**src/core/cpc_map.svh**
```systemverilog
`ifndef CPC_MAP_SVH
`define CPC_MAP_SVH

// Register indices; byte address is four times the index
`define CPC_IDX_PROG_PROT     32'h0030_0008
`define CPC_IDX_BOOT_PROT     32'h0030_0009
`define CPC_IDX_CTRL          32'h0030_0010
`define CPC_IDX_STATUS        32'h0030_0011

// Field positions, low byte
`define CPC_BIT_BLOCK0        0
`define CPC_BIT_BLOCK1        1
// Field positions, high byte
`define CPC_BIT_BOOT          6
`define CPC_BIT_EEPROM        7
// Control register
`define CPC_BIT_ERASE         0

// Unprogrammed values and writable-bit masks
`define CPC_RST_PROG_PROT     8'h03
`define CPC_RST_BOOT_PROT     8'hc0
`define CPC_MASK_PROG_PROT    8'h03
`define CPC_MASK_BOOT_PROT    8'hc0

// Program memory boundaries
`define CPC_BOOT_END          21'h0001ff
`define CPC_BLK1_START_LARGE  21'h001000
`define CPC_BLK1_END_LARGE    21'h001fff
`define CPC_BLK1_START_SMALL  21'h000800
`define CPC_BLK1_END_SMALL    21'h000fff

// Value returned in place of protected contents
`define CPC_BLOCKED_VALUE     8'h00

// Bus responses
`define CPC_RESP_OKAY         2'h0
`define CPC_RESP_SLVERR       2'h2

`endif

```
**src/core/cpc_pkg.sv**
```systemverilog
package cpc_pkg;

    typedef enum logic [2:0] {
        CPC_REGION_BOOT,
        CPC_REGION_BLOCK0,
        CPC_REGION_BLOCK1,
        CPC_REGION_EEPROM,
        CPC_REGION_OPEN
    } cpc_region_type;

    typedef enum logic [1:0] {
        CPC_WR_IDLE,
        CPC_WR_RESP
    } cpc_wr_state_type;

endpackage

```
**src/core/cpc_top.sv**
```systemverilog
// Our own choice: the AXI4-Lite slave port.
`timescale 1ns/10ps
`include "cpc_map.svh"
module cpc_top #(
    parameter bit          LARGE_VARIANT = 1'b1,
    parameter int unsigned MEM_ADDR_W    = 21
) (
    // Clock and reset
    input  wire logic                  i_ref_clk,
    input  wire logic                  i_rst,
    // AXI4-Lite write address
    input  wire logic                  i_awvalid,
    input  wire logic [31:0]           i_awaddr,
    output logic                       o_awready,
    // AXI4-Lite write data
    input  wire logic                  i_wvalid,
    input  wire logic [31:0]           i_wdata,
    input  wire logic [3:0]            i_wstrb,
    output logic                       o_wready,
    // AXI4-Lite write response
    output logic                       o_bvalid,
    output logic [1:0]                 o_bresp,
    input  wire logic                  i_bready,
    // AXI4-Lite read address
    input  wire logic                  i_arvalid,
    input  wire logic [31:0]           i_araddr,
    output logic                       o_arready,
    // AXI4-Lite read data
    output logic                       o_rvalid,
    output logic [31:0]                o_rdata,
    output logic [1:0]                 o_rresp,
    input  wire logic                  i_rready,
    // External programmer read path
    input  wire logic                  i_ext_rd_req,
    input  wire logic                  i_ext_rd_eeprom,
    input  wire logic [MEM_ADDR_W-1:0] i_ext_rd_addr,
    input  wire logic [7:0]            i_ext_mem_data,
    output logic                       o_ext_rd_ack,
    output logic [7:0]                 o_ext_rd_data,
    output logic                       o_ext_rd_blocked,
    // Protection levels to device logic
    output logic                       o_block0_protect_n,
    output logic                       o_block1_protect_n,
    output logic                       o_boot_protect_n,
    output logic                       o_eeprom_protect_n
);

    // Protection storage and refused-read count
    logic [7:0]                 prog_prot_q;
    logic [7:0]                 boot_prot_q;
    logic [7:0]                 blocked_cnt_q;

    // Write channel holding and register decode
    logic                       aw_held_q;
    logic [31:0]                awaddr_q;
    logic                       w_held_q;
    logic [31:0]                wdata_q;
    logic [3:0]                 wstrb_q;
    cpc_pkg::cpc_wr_state_type  wr_state_q;
    logic                       wr_fire;
    logic [31:0]                wr_idx;
    logic [31:0]                rd_idx;
    logic                       wr_mapped;
    logic                       rd_mapped;
    logic [31:0]                rd_word;

    // Region decode
    logic [MEM_ADDR_W-1:0]      blk1_start;
    logic [MEM_ADDR_W-1:0]      blk1_end;
    cpc_pkg::cpc_region_type    region;
    logic                       region_locked;

    assign wr_idx    = {2'h0, awaddr_q[31:2]};
    assign rd_idx    = {2'h0, i_araddr[31:2]};
    assign wr_mapped = (wr_idx == `CPC_IDX_PROG_PROT) || (wr_idx == `CPC_IDX_BOOT_PROT)
                    || (wr_idx == `CPC_IDX_CTRL) || (wr_idx == `CPC_IDX_STATUS);
    assign rd_mapped = (rd_idx == `CPC_IDX_PROG_PROT) || (rd_idx == `CPC_IDX_BOOT_PROT)
                    || (rd_idx == `CPC_IDX_CTRL) || (rd_idx == `CPC_IDX_STATUS);
    assign wr_fire   = aw_held_q && w_held_q && (wr_state_q == cpc_pkg::CPC_WR_IDLE);

    // Write address and data taken in either order
    always_ff @(posedge i_ref_clk or posedge i_rst) begin
        if (i_rst) begin
            aw_held_q <= 1'b0;
            awaddr_q  <= 32'h0000_0000;
        end else if (i_awvalid && o_awready) begin
            aw_held_q <= 1'b1;
            awaddr_q  <= i_awaddr;
        end else if (wr_fire) begin
            aw_held_q <= 1'b0;
        end
    end

    always_ff @(posedge i_ref_clk or posedge i_rst) begin
        if (i_rst) begin
            w_held_q <= 1'b0;
            wdata_q  <= 32'h0000_0000;
            wstrb_q  <= 4'h0;
        end else if (i_wvalid && o_wready) begin
            w_held_q <= 1'b1;
            wdata_q  <= i_wdata;
            wstrb_q  <= i_wstrb;
        end else if (wr_fire) begin
            w_held_q <= 1'b0;
        end
    end

    // Ready drops on capture, returns once the response is taken
    always_ff @(posedge i_ref_clk or posedge i_rst) begin
        if (i_rst) begin
            o_awready <= 1'b0;
            o_wready  <= 1'b0;
        end else begin
            if (i_awvalid && o_awready) begin
                o_awready <= 1'b0;
            end else if (!aw_held_q && wr_state_q == cpc_pkg::CPC_WR_IDLE) begin
                o_awready <= 1'b1;
            end
            if (i_wvalid && o_wready) begin
                o_wready <= 1'b0;
            end else if (!w_held_q && wr_state_q == cpc_pkg::CPC_WR_IDLE) begin
                o_wready <= 1'b1;
            end
        end
    end

    always_ff @(posedge i_ref_clk or posedge i_rst) begin
        if (i_rst) begin
            wr_state_q <= cpc_pkg::CPC_WR_IDLE;
            o_bvalid   <= 1'b0;
            o_bresp    <= `CPC_RESP_OKAY;
        end else begin
            case (wr_state_q)
                cpc_pkg::CPC_WR_IDLE: begin
                    if (wr_fire) begin
                        wr_state_q <= cpc_pkg::CPC_WR_RESP;
                        o_bvalid   <= 1'b1;
                        o_bresp    <= wr_mapped ? `CPC_RESP_OKAY : `CPC_RESP_SLVERR;
                    end
                end
                cpc_pkg::CPC_WR_RESP: begin
                    if (i_bready) begin
                        wr_state_q <= cpc_pkg::CPC_WR_IDLE;
                        o_bvalid   <= 1'b0;
                    end
                end
                default: begin
                    wr_state_q <= cpc_pkg::CPC_WR_IDLE;
                    o_bvalid   <= 1'b0;
                end
            endcase
        end
    end

    // Protection bits; reset stands for the unprogrammed state
    always_ff @(posedge i_ref_clk or posedge i_rst) begin
        if (i_rst) begin
            prog_prot_q <= `CPC_RST_PROG_PROT;
            boot_prot_q <= `CPC_RST_BOOT_PROT;
        end else if (wr_fire && wstrb_q[0]) begin
            if (wr_idx == `CPC_IDX_CTRL && wdata_q[`CPC_BIT_ERASE]) begin
                // Bulk erase is the only write that sets bits back to 1
                prog_prot_q <= `CPC_RST_PROG_PROT;
                boot_prot_q <= `CPC_RST_BOOT_PROT;
            end else if (wr_idx == `CPC_IDX_PROG_PROT) begin
                prog_prot_q <= prog_prot_q & wdata_q[7:0] & `CPC_MASK_PROG_PROT;
            end else if (wr_idx == `CPC_IDX_BOOT_PROT) begin
                boot_prot_q <= boot_prot_q & wdata_q[7:0] & `CPC_MASK_BOOT_PROT;
            end
        end
    end

    always_comb begin
        rd_word = 32'h0000_0000;
        if (rd_idx == `CPC_IDX_PROG_PROT) begin
            rd_word[7:0] = prog_prot_q & `CPC_MASK_PROG_PROT;
        end else if (rd_idx == `CPC_IDX_BOOT_PROT) begin
            rd_word[7:0] = boot_prot_q & `CPC_MASK_BOOT_PROT;
        end else if (rd_idx == `CPC_IDX_STATUS) begin
            rd_word[7:0] = blocked_cnt_q;
        end
    end

    // One read at a time, answer one cycle after the address
    always_ff @(posedge i_ref_clk or posedge i_rst) begin
        if (i_rst) begin
            o_arready <= 1'b0;
            o_rvalid  <= 1'b0;
            o_rdata   <= 32'h0000_0000;
            o_rresp   <= `CPC_RESP_OKAY;
        end else if (i_arvalid && o_arready) begin
            o_arready <= 1'b0;
            o_rvalid  <= 1'b1;
            o_rdata   <= rd_word;
            o_rresp   <= rd_mapped ? `CPC_RESP_OKAY : `CPC_RESP_SLVERR;
        end else if (o_rvalid) begin
            if (i_rready) begin
                o_rvalid <= 1'b0;
            end
        end else begin
            o_arready <= 1'b1;
        end
    end

    assign blk1_start = LARGE_VARIANT ? MEM_ADDR_W'(`CPC_BLK1_START_LARGE) : MEM_ADDR_W'(`CPC_BLK1_START_SMALL);
    assign blk1_end   = LARGE_VARIANT ? MEM_ADDR_W'(`CPC_BLK1_END_LARGE) : MEM_ADDR_W'(`CPC_BLK1_END_SMALL);

    // block 0 ends where block 1 starts
    always_comb begin
        if (i_ext_rd_eeprom) begin
            region = cpc_pkg::CPC_REGION_EEPROM;
        end else if (i_ext_rd_addr <= MEM_ADDR_W'(`CPC_BOOT_END)) begin
            region = cpc_pkg::CPC_REGION_BOOT;
        end else if (i_ext_rd_addr < blk1_start) begin
            region = cpc_pkg::CPC_REGION_BLOCK0;
        end else if (i_ext_rd_addr <= blk1_end) begin
            region = cpc_pkg::CPC_REGION_BLOCK1;
        end else begin
            region = cpc_pkg::CPC_REGION_OPEN;
        end
    end

    always_comb begin
        case (region)
            cpc_pkg::CPC_REGION_BOOT:   region_locked = !boot_prot_q[`CPC_BIT_BOOT];
            cpc_pkg::CPC_REGION_BLOCK0: region_locked = !prog_prot_q[`CPC_BIT_BLOCK0];
            cpc_pkg::CPC_REGION_BLOCK1: region_locked = !prog_prot_q[`CPC_BIT_BLOCK1];
            cpc_pkg::CPC_REGION_EEPROM: region_locked = !boot_prot_q[`CPC_BIT_EEPROM];
            default:                    region_locked = 1'b0;
        endcase
    end

    always_ff @(posedge i_ref_clk or posedge i_rst) begin
        if (i_rst) begin
            o_ext_rd_ack     <= 1'b0;
            o_ext_rd_data    <= 8'h00;
            o_ext_rd_blocked <= 1'b0;
        end else begin
            o_ext_rd_ack <= i_ext_rd_req;
            if (i_ext_rd_req) begin
                o_ext_rd_data    <= region_locked ? `CPC_BLOCKED_VALUE : i_ext_mem_data;
                o_ext_rd_blocked <= region_locked;
            end
        end
    end

    // Refused-read count; a refusal in the clearing cycle still counts
    always_ff @(posedge i_ref_clk or posedge i_rst) begin
        if (i_rst) begin
            blocked_cnt_q <= 8'h00;
        end else if (i_ext_rd_req && region_locked) begin
            if (wr_fire && wr_idx == `CPC_IDX_STATUS && wstrb_q[0]) begin
                blocked_cnt_q <= 8'h01;
            end else if (blocked_cnt_q != 8'hff) begin
                blocked_cnt_q <= blocked_cnt_q + 8'h01;
            end
        end else if (wr_fire && wr_idx == `CPC_IDX_STATUS && wstrb_q[0]) begin
            blocked_cnt_q <= 8'h00;
        end
    end

    // Levels to the rest of the device
    always_ff @(posedge i_ref_clk or posedge i_rst) begin
        if (i_rst) begin
            o_block0_protect_n <= 1'b1;
            o_block1_protect_n <= 1'b1;
            o_boot_protect_n   <= 1'b1;
            o_eeprom_protect_n <= 1'b1;
        end else begin
            o_block0_protect_n <= prog_prot_q[`CPC_BIT_BLOCK0];
            o_block1_protect_n <= prog_prot_q[`CPC_BIT_BLOCK1];
            o_boot_protect_n   <= boot_prot_q[`CPC_BIT_BOOT];
            o_eeprom_protect_n <= boot_prot_q[`CPC_BIT_EEPROM];
        end
    end

endmodule

```
**config.mk**
```make
export PLATFORM = sky130hd
export DESIGN_NAME = cpc_top
export DESIGN_NICKNAME = d
export VERILOG_FILES = /design/src/core/cpc_pkg.sv /design/src/core/cpc_top.sv
export VERILOG_INCLUDE_DIRS = /design/src /design/src/core
export SDC_FILE = /design/constraint.sdc
export NUM_CORES = 1
export LEC_CHECK = 0
export BUFFER_PORTS_ARGS = -buffer_cell sky130_fd_sc_hd__buf_2
export CAP_MARGIN = 10
export CORE_MARGIN = 5
export CORE_UTILIZATION = 40
export CTS_CLUSTER_DIAMETER = 50
export DETAILED_ROUTE_END_ITERATION = 16
export PLACE_DENSITY = 0.86
export SETUP_SLACK_MARGIN = 0.5
export SLEW_MARGIN = 40
export SYNTH_ARGS = -nofsm -noshare
export SYNTH_HDL_FRONTEND = slang
export SYNTH_SLANG_ARGS = --single-unit
```
**constraint.sdc**
```tcl
create_clock -name i_ref_clk -period 2.4 [get_ports i_ref_clk]
set_input_delay 0.48 -clock i_ref_clk [delete_from_list [all_inputs] [get_ports i_ref_clk]]
set_output_delay 0.48 -clock i_ref_clk [all_outputs]
set_load 0.05 [all_outputs]
```
Word-level counts from Yosys, hierarchy flattened
Index checks and enable logic that the tools add are counted. W data, S select, Z words.

Bits in registers: 94. Output and inout port bits: 55. Word-level logic and storage cells: 124.

$add $sub $neg: 1. Magnitude comparators: 3. Equality and inequality tests: 17. Mux-type cells: 38. Bitwise gates (word level): 2. Reduce and logical (&&, ||, !) cells: 39.

Operators with widths (number): $eq A30 B22 Y1 const B (8); $mux W8 (11); $le A21 B13 Y1 const B (1); $le A21 B9 Y1 const B (1); $lt A21 B13 Y1 const B (1); $reduce_bool A2 Y1 (8); $mux W1 (14); $logic_and A1 B1 Y1 (12); $mux W2 (6); $mux W3 (4); $add A8 B1 Y8 const B (1); $and A8 B8 Y8 (1); $ne A8 B8 Y1 const B (1); $reduce_and A2 Y1 (4); $eq A3 B2 Y1 const B (2); $logic_not A1 Y1 (6); $logic_or A1 B1 Y1 (6); $ne A2 B1 Y1 const B (2); $ne A2 B2 Y1 const B (2); $pmux W1 S4 (1); $pmux W2 S2 (1); $eq A3 B1 Y1 const B (1); $logic_not A3 Y1 (1); $reduce_and A3 Y1 (1); 4 further kinds (4).

Longest topological paths before layout
Word-level depth: 10. Depth in mapped cells: 6.

Worst setup path after synthesis
No wires, ideal clock.

Path kind: input -> register. From: in i_ext_rd_addr[10]. To: reg blocked_cnt_q[0]. Library setup time: 0.133 ns. Arrival: 1.698 ns. Path slack: 0.569 ns. Stages: 6. Buffers on the path: 1. Cells stage by stage: or4b_1 > a21o_1 > a41oi_2 > buf_6 > or3_1 > o211ai_1.

Word-level cells in the longest chain between the ends: 10. Elaborated cells between the ends (all ways): 16. Classes of those cells: order compare (3); eq/ne (3); mux (6); reduce/logical (4).

Ends and longest elaborated chain: from (decl) (line cpc_top.sv:36) `input wire logic [MEM_ADDR_W-1:0] i_ext_rd_addr,`; $le A21 B13 Y1 (line cpc_top.sv:216) `end else if (i_ext_rd_addr <= blk1_end) begin`; $mux W3 (line cpc_top.sv:216); $mux W3 (line cpc_top.sv:214) `end else if (i_ext_rd_addr < blk1_start) begin`; $mux W3 (*) (line cpc_top.sv:212) `` end else if (i_ext_rd_addr <= MEM_ADDR_W'(`CPC_BOOT_END)) begin ``; $mux W3 (*) (line cpc_top.sv:210) `if (i_ext_rd_eeprom) begin`; $eq A3 B2 Y1, or another cell as far along (line cpc_top.sv:224) `case (region)`; $pmux W1 S4 (*) (line cpc_top.sv:224); $logic_and A1 B1 Y1 (*) (line cpc_top.sv:251) `end else if (i_ext_rd_req && region_locked) begin`; $reduce_bool A2 Y1 (no source line); $reduce_and A2 Y1 (no source line); to (signal assigned) (line cpc_top.sv:255) `blocked_cnt_q <= blocked_cnt_q + 8'h01;`; to (decl) (line cpc_top.sv:51) `logic [7:0] blocked_cnt_q;`.

Every way passes the cells marked *; elsewhere a longest branch is shown, timed or not. A chain may end at the register's enable or synchronous reset.

Worst setup path in the final report
From: in i_ext_rd_addr[18]. To: reg blocked_cnt_q[4].

The elaborated chain is that of the path after synthesis.

==> metrics <==
DRC=0; peak supply drop=~0.00066 V; Final Skew=approximately 9.6 ps; CP Data Required Time=about 2700 ps; Hold Fails Final Rpt=0; Final Cycle Share=79.16%; H-tree Lvls=3; Detailed Routing Iterations Pass 1=6; RSZ-0062 raised after global routing=yes; synth warn=0; Worst Hold Class=primary input to asynchronous set/reset pin; CTS tree=done; Setup CP Type=primary input to flop; commonest non-fill, non-tap cell in the layout=buf_2; Final setup viols=0; Die Span X=104.3 um; Via density=5.167; layout cell share with drive strength beyond 1=a little under half; vias in the first global route=2967; share of total power in combinational logic=28.8%; worst path arrival time=2170 ps; area grow syn2layout=26.12%; Slew Viols, Final=0; Port Buffers=roughly 120; initial antenna violation count=1; internal power=around 2800 uW; CORE AREA=8678 um2; DR WL met3=between 900 and 1000 um; clk_lat worst skew=roughly 350 ps; Synth Instances=294; flops & latches, synth=78; CP Max Fanout=15; maximum clock rate=526.4 MHz; minimum hold slack=121.5 ps; GRT Total Usage=16.97%; first-pass GRT wire length=between 10000 and 15000 um; largest net degree at the start of global routing=33; initial core utilization=slightly above 40%; setup TNS=0 ps; sw frac=34.95%; FILL cells=757; Final nets=565; Detailed Route Iter0 Violations=98; metal2 WL=roughly 4500 um; average routed wire per standard cell=16.80 um; P_sw=roughly 1500 uW; count of cell types in the netlist=48; Congestion Overflow GR=0; CP Cell Sequence=buf_2 > nor3_1 > and2_1 > a41oi_4 > buf_12 > or4_1 > a21oi_1; I/O Pins=just under 200; gpl congestion=0.8176; Routed WL=9053 um; M1 WL=3468 um; post-DP HPWL=6946 um; Clk pwr share=23.0%; chip height=104.3 um; post-route minimum period=1900 ps; Sequential Power Share=around 48%; Worst setup EP type=flop; leak pwr=0.002130 uW; Post-synth ARST share=100.0%; startpoint types=primary input; Routed Antenna Nets=0; Core Rows=34; top sig layer=met5; Synth Cell Area=3560 um2; Seq/Total Area, Yosys=55.11%; clk slew on worst S/H paths=80 ps; CTS root buf=clkbuf_8; syn avg cell area=12.11 um2; CTS Buf Count=9; critical path's slowest cell=or4_1; antenna cells=0; clk buf depth=2; die footprint=10890 um2; DR vias=roughly 2800; most frequent cells in the layout=122 x buf_2, 70 x dfrtp_1, 35 x mux2_2; Worst path max stage delay=470 ps; dominant synthesized flop cell=dfrtp_1; # clock sinks=78; status=completed; number of synthesized flops with an enable pin=0; power density cells=974.7 nW/um2; max-cap violation count=0
==> path summary, 6_finish.rpt <==
path | from | to | slack, ps | depth (start not counted)
max | i_ext_rd_addr[18] | blocked_cnt_q[4]$_DFFE_PP0P_ | 500 | 7
min | i_rst | awaddr_q[21]$_DFFE_PP0P_ | 120 | 2
max reg2reg | boot_prot_q[6]$_DFFE_PP1P_ | blocked_cnt_q[4]$_DFFE_PP0P_ | 510 | 6
min reg2reg | boot_prot_q[7]$_DFFE_PP1P_ | o_eeprom_protect_n$_DFF_PP1_ | 400 | 0
max in group asynchronous | i_rst | boot_prot_q[6]$_DFFE_PP1P_ | 1630 | 3
min in group i_ref_clk | i_ext_rd_req | o_ext_rd_ack$_DFF_PP0_ | 290 | 1
==> what timing repair did <==
item | in CTS | in global routing
setup endpoints to repair | 8 | 17
gates resized for setup | 2 | 3
pin swaps | 1 | 1
gates cloned | 0 | 0
hold buffers | 0 | 0
buffers inserted | 2 | 0
==> power groups by stage <==
stage	Combinational [uW]	Clock, uW	Sequential, uW
after floorplan	813	0	2220
after global placement	1200	0	2090
after detailed placement	1250	0	2130
after CTS	1270	1040	2110
after global routing	1380	1090	2170
final	1260	1010	2110
==> synth_stat cells (5+ instances only) <==
cell	n	area share, %
dfrtp_1	70	49
mux2_2	35	11
buf_4	26	5.5
nand2_1	14	1.5
nor4_1	14	2.5
a22o_1	12	3.0
nor2_1	9	0.95
dfstp_2	8	5.9
inv_1	7	0.74
nor3_1	7	0.98
o21ai_0	7	0.98
a21oi_1	6	0.84
nand4_1	6	1.1
o31ai_1	6	1.3
nor2b_1	5	0.88
==> critical path, delay by kind of cell <==
kind | cells | cell delay (ps)
buf+inv | 2 | 280
simple gates | 3 | 1100
compound gates | 2 | 310
==> flip-flops by register name (all words and copies together) (netlist names) <==
name,cells
o_block0_protect_n,1
blocked_cnt_q,8
o_rresp,1
o_awready,1
o_wready,1
wdata_q,4
w_held_q,1
o_boot_protect_n,1
o_bresp,1
awaddr_q,30
o_block1_protect_n,1
o_rvalid,1
o_rdata,8
wstrb_q,1
aw_held_q,1
o_ext_rd_blocked,1
o_ext_rd_data,8
o_arready,1
o_ext_rd_ack,1
boot_prot_q,2
o_bvalid,1
prog_prot_q,2
o_eeprom_protect_n,1
==> cell families (layout without fill, tap and decap cells) <==
kind of cell,Yosys count,count (layout),share of synthesized area [%]
AND/OR/NAND/NOR,85,85,14.27
flip-flops,78,78,55.11
AO/OA/AOI/OAI,51,51,11.04
buffers and inverters,41,153,7.487
multiplexers,37,37,11.63
adder cells (fa/ha/maj),1,1,0.3514
other,1,26,0.1053
==> through the flow <==
| step | setup slack [ps] | util [%] | power (uW) | cells | area (um2) |
|---|---|---|---|---|---|
| 2_1_floorplan | 568.9 | - | 3031 | 319 | 3657 |
| 3_5_place_dp | 57.08 | 48.59 | 3387 | 521 | 4217 |
| 6_report | 500.2 | 51.73 | 4376 | 539 | 4489 |
| 4_1_cts | 460.5 | 51.41 | 4416 | 539 | 4462 |
| 3_3_place_gp | 199.7 | 48.59 | 3291 | 521 | 4217 |
| 5_1_grt | 436.4 | 51.73 | 4640 | 539 | 4489 |
==> per-layer routing <==
metal / GRT usage (%) / vias up
met3: 7.821 / 11
met1: 19.21 / 1331
met4: 4.440 / 2
met2: 28.82 / 130
li1: - / 1311
met5: 0 / -
==> area by class of cell <==
type	instances	area, um2	share of cell area, %
clock buffers	13	158.9	3.540
clock inverters	3	42.54	0.9476
inverters	8	33.78	0.7525
multi-input cells	200	1469	32.72
flip-flops and latches	78	1962	43.70
well taps	108	135.1	3.010
repair buffers	129	688.2	15.33
Power figures use the tool's default switching activity.
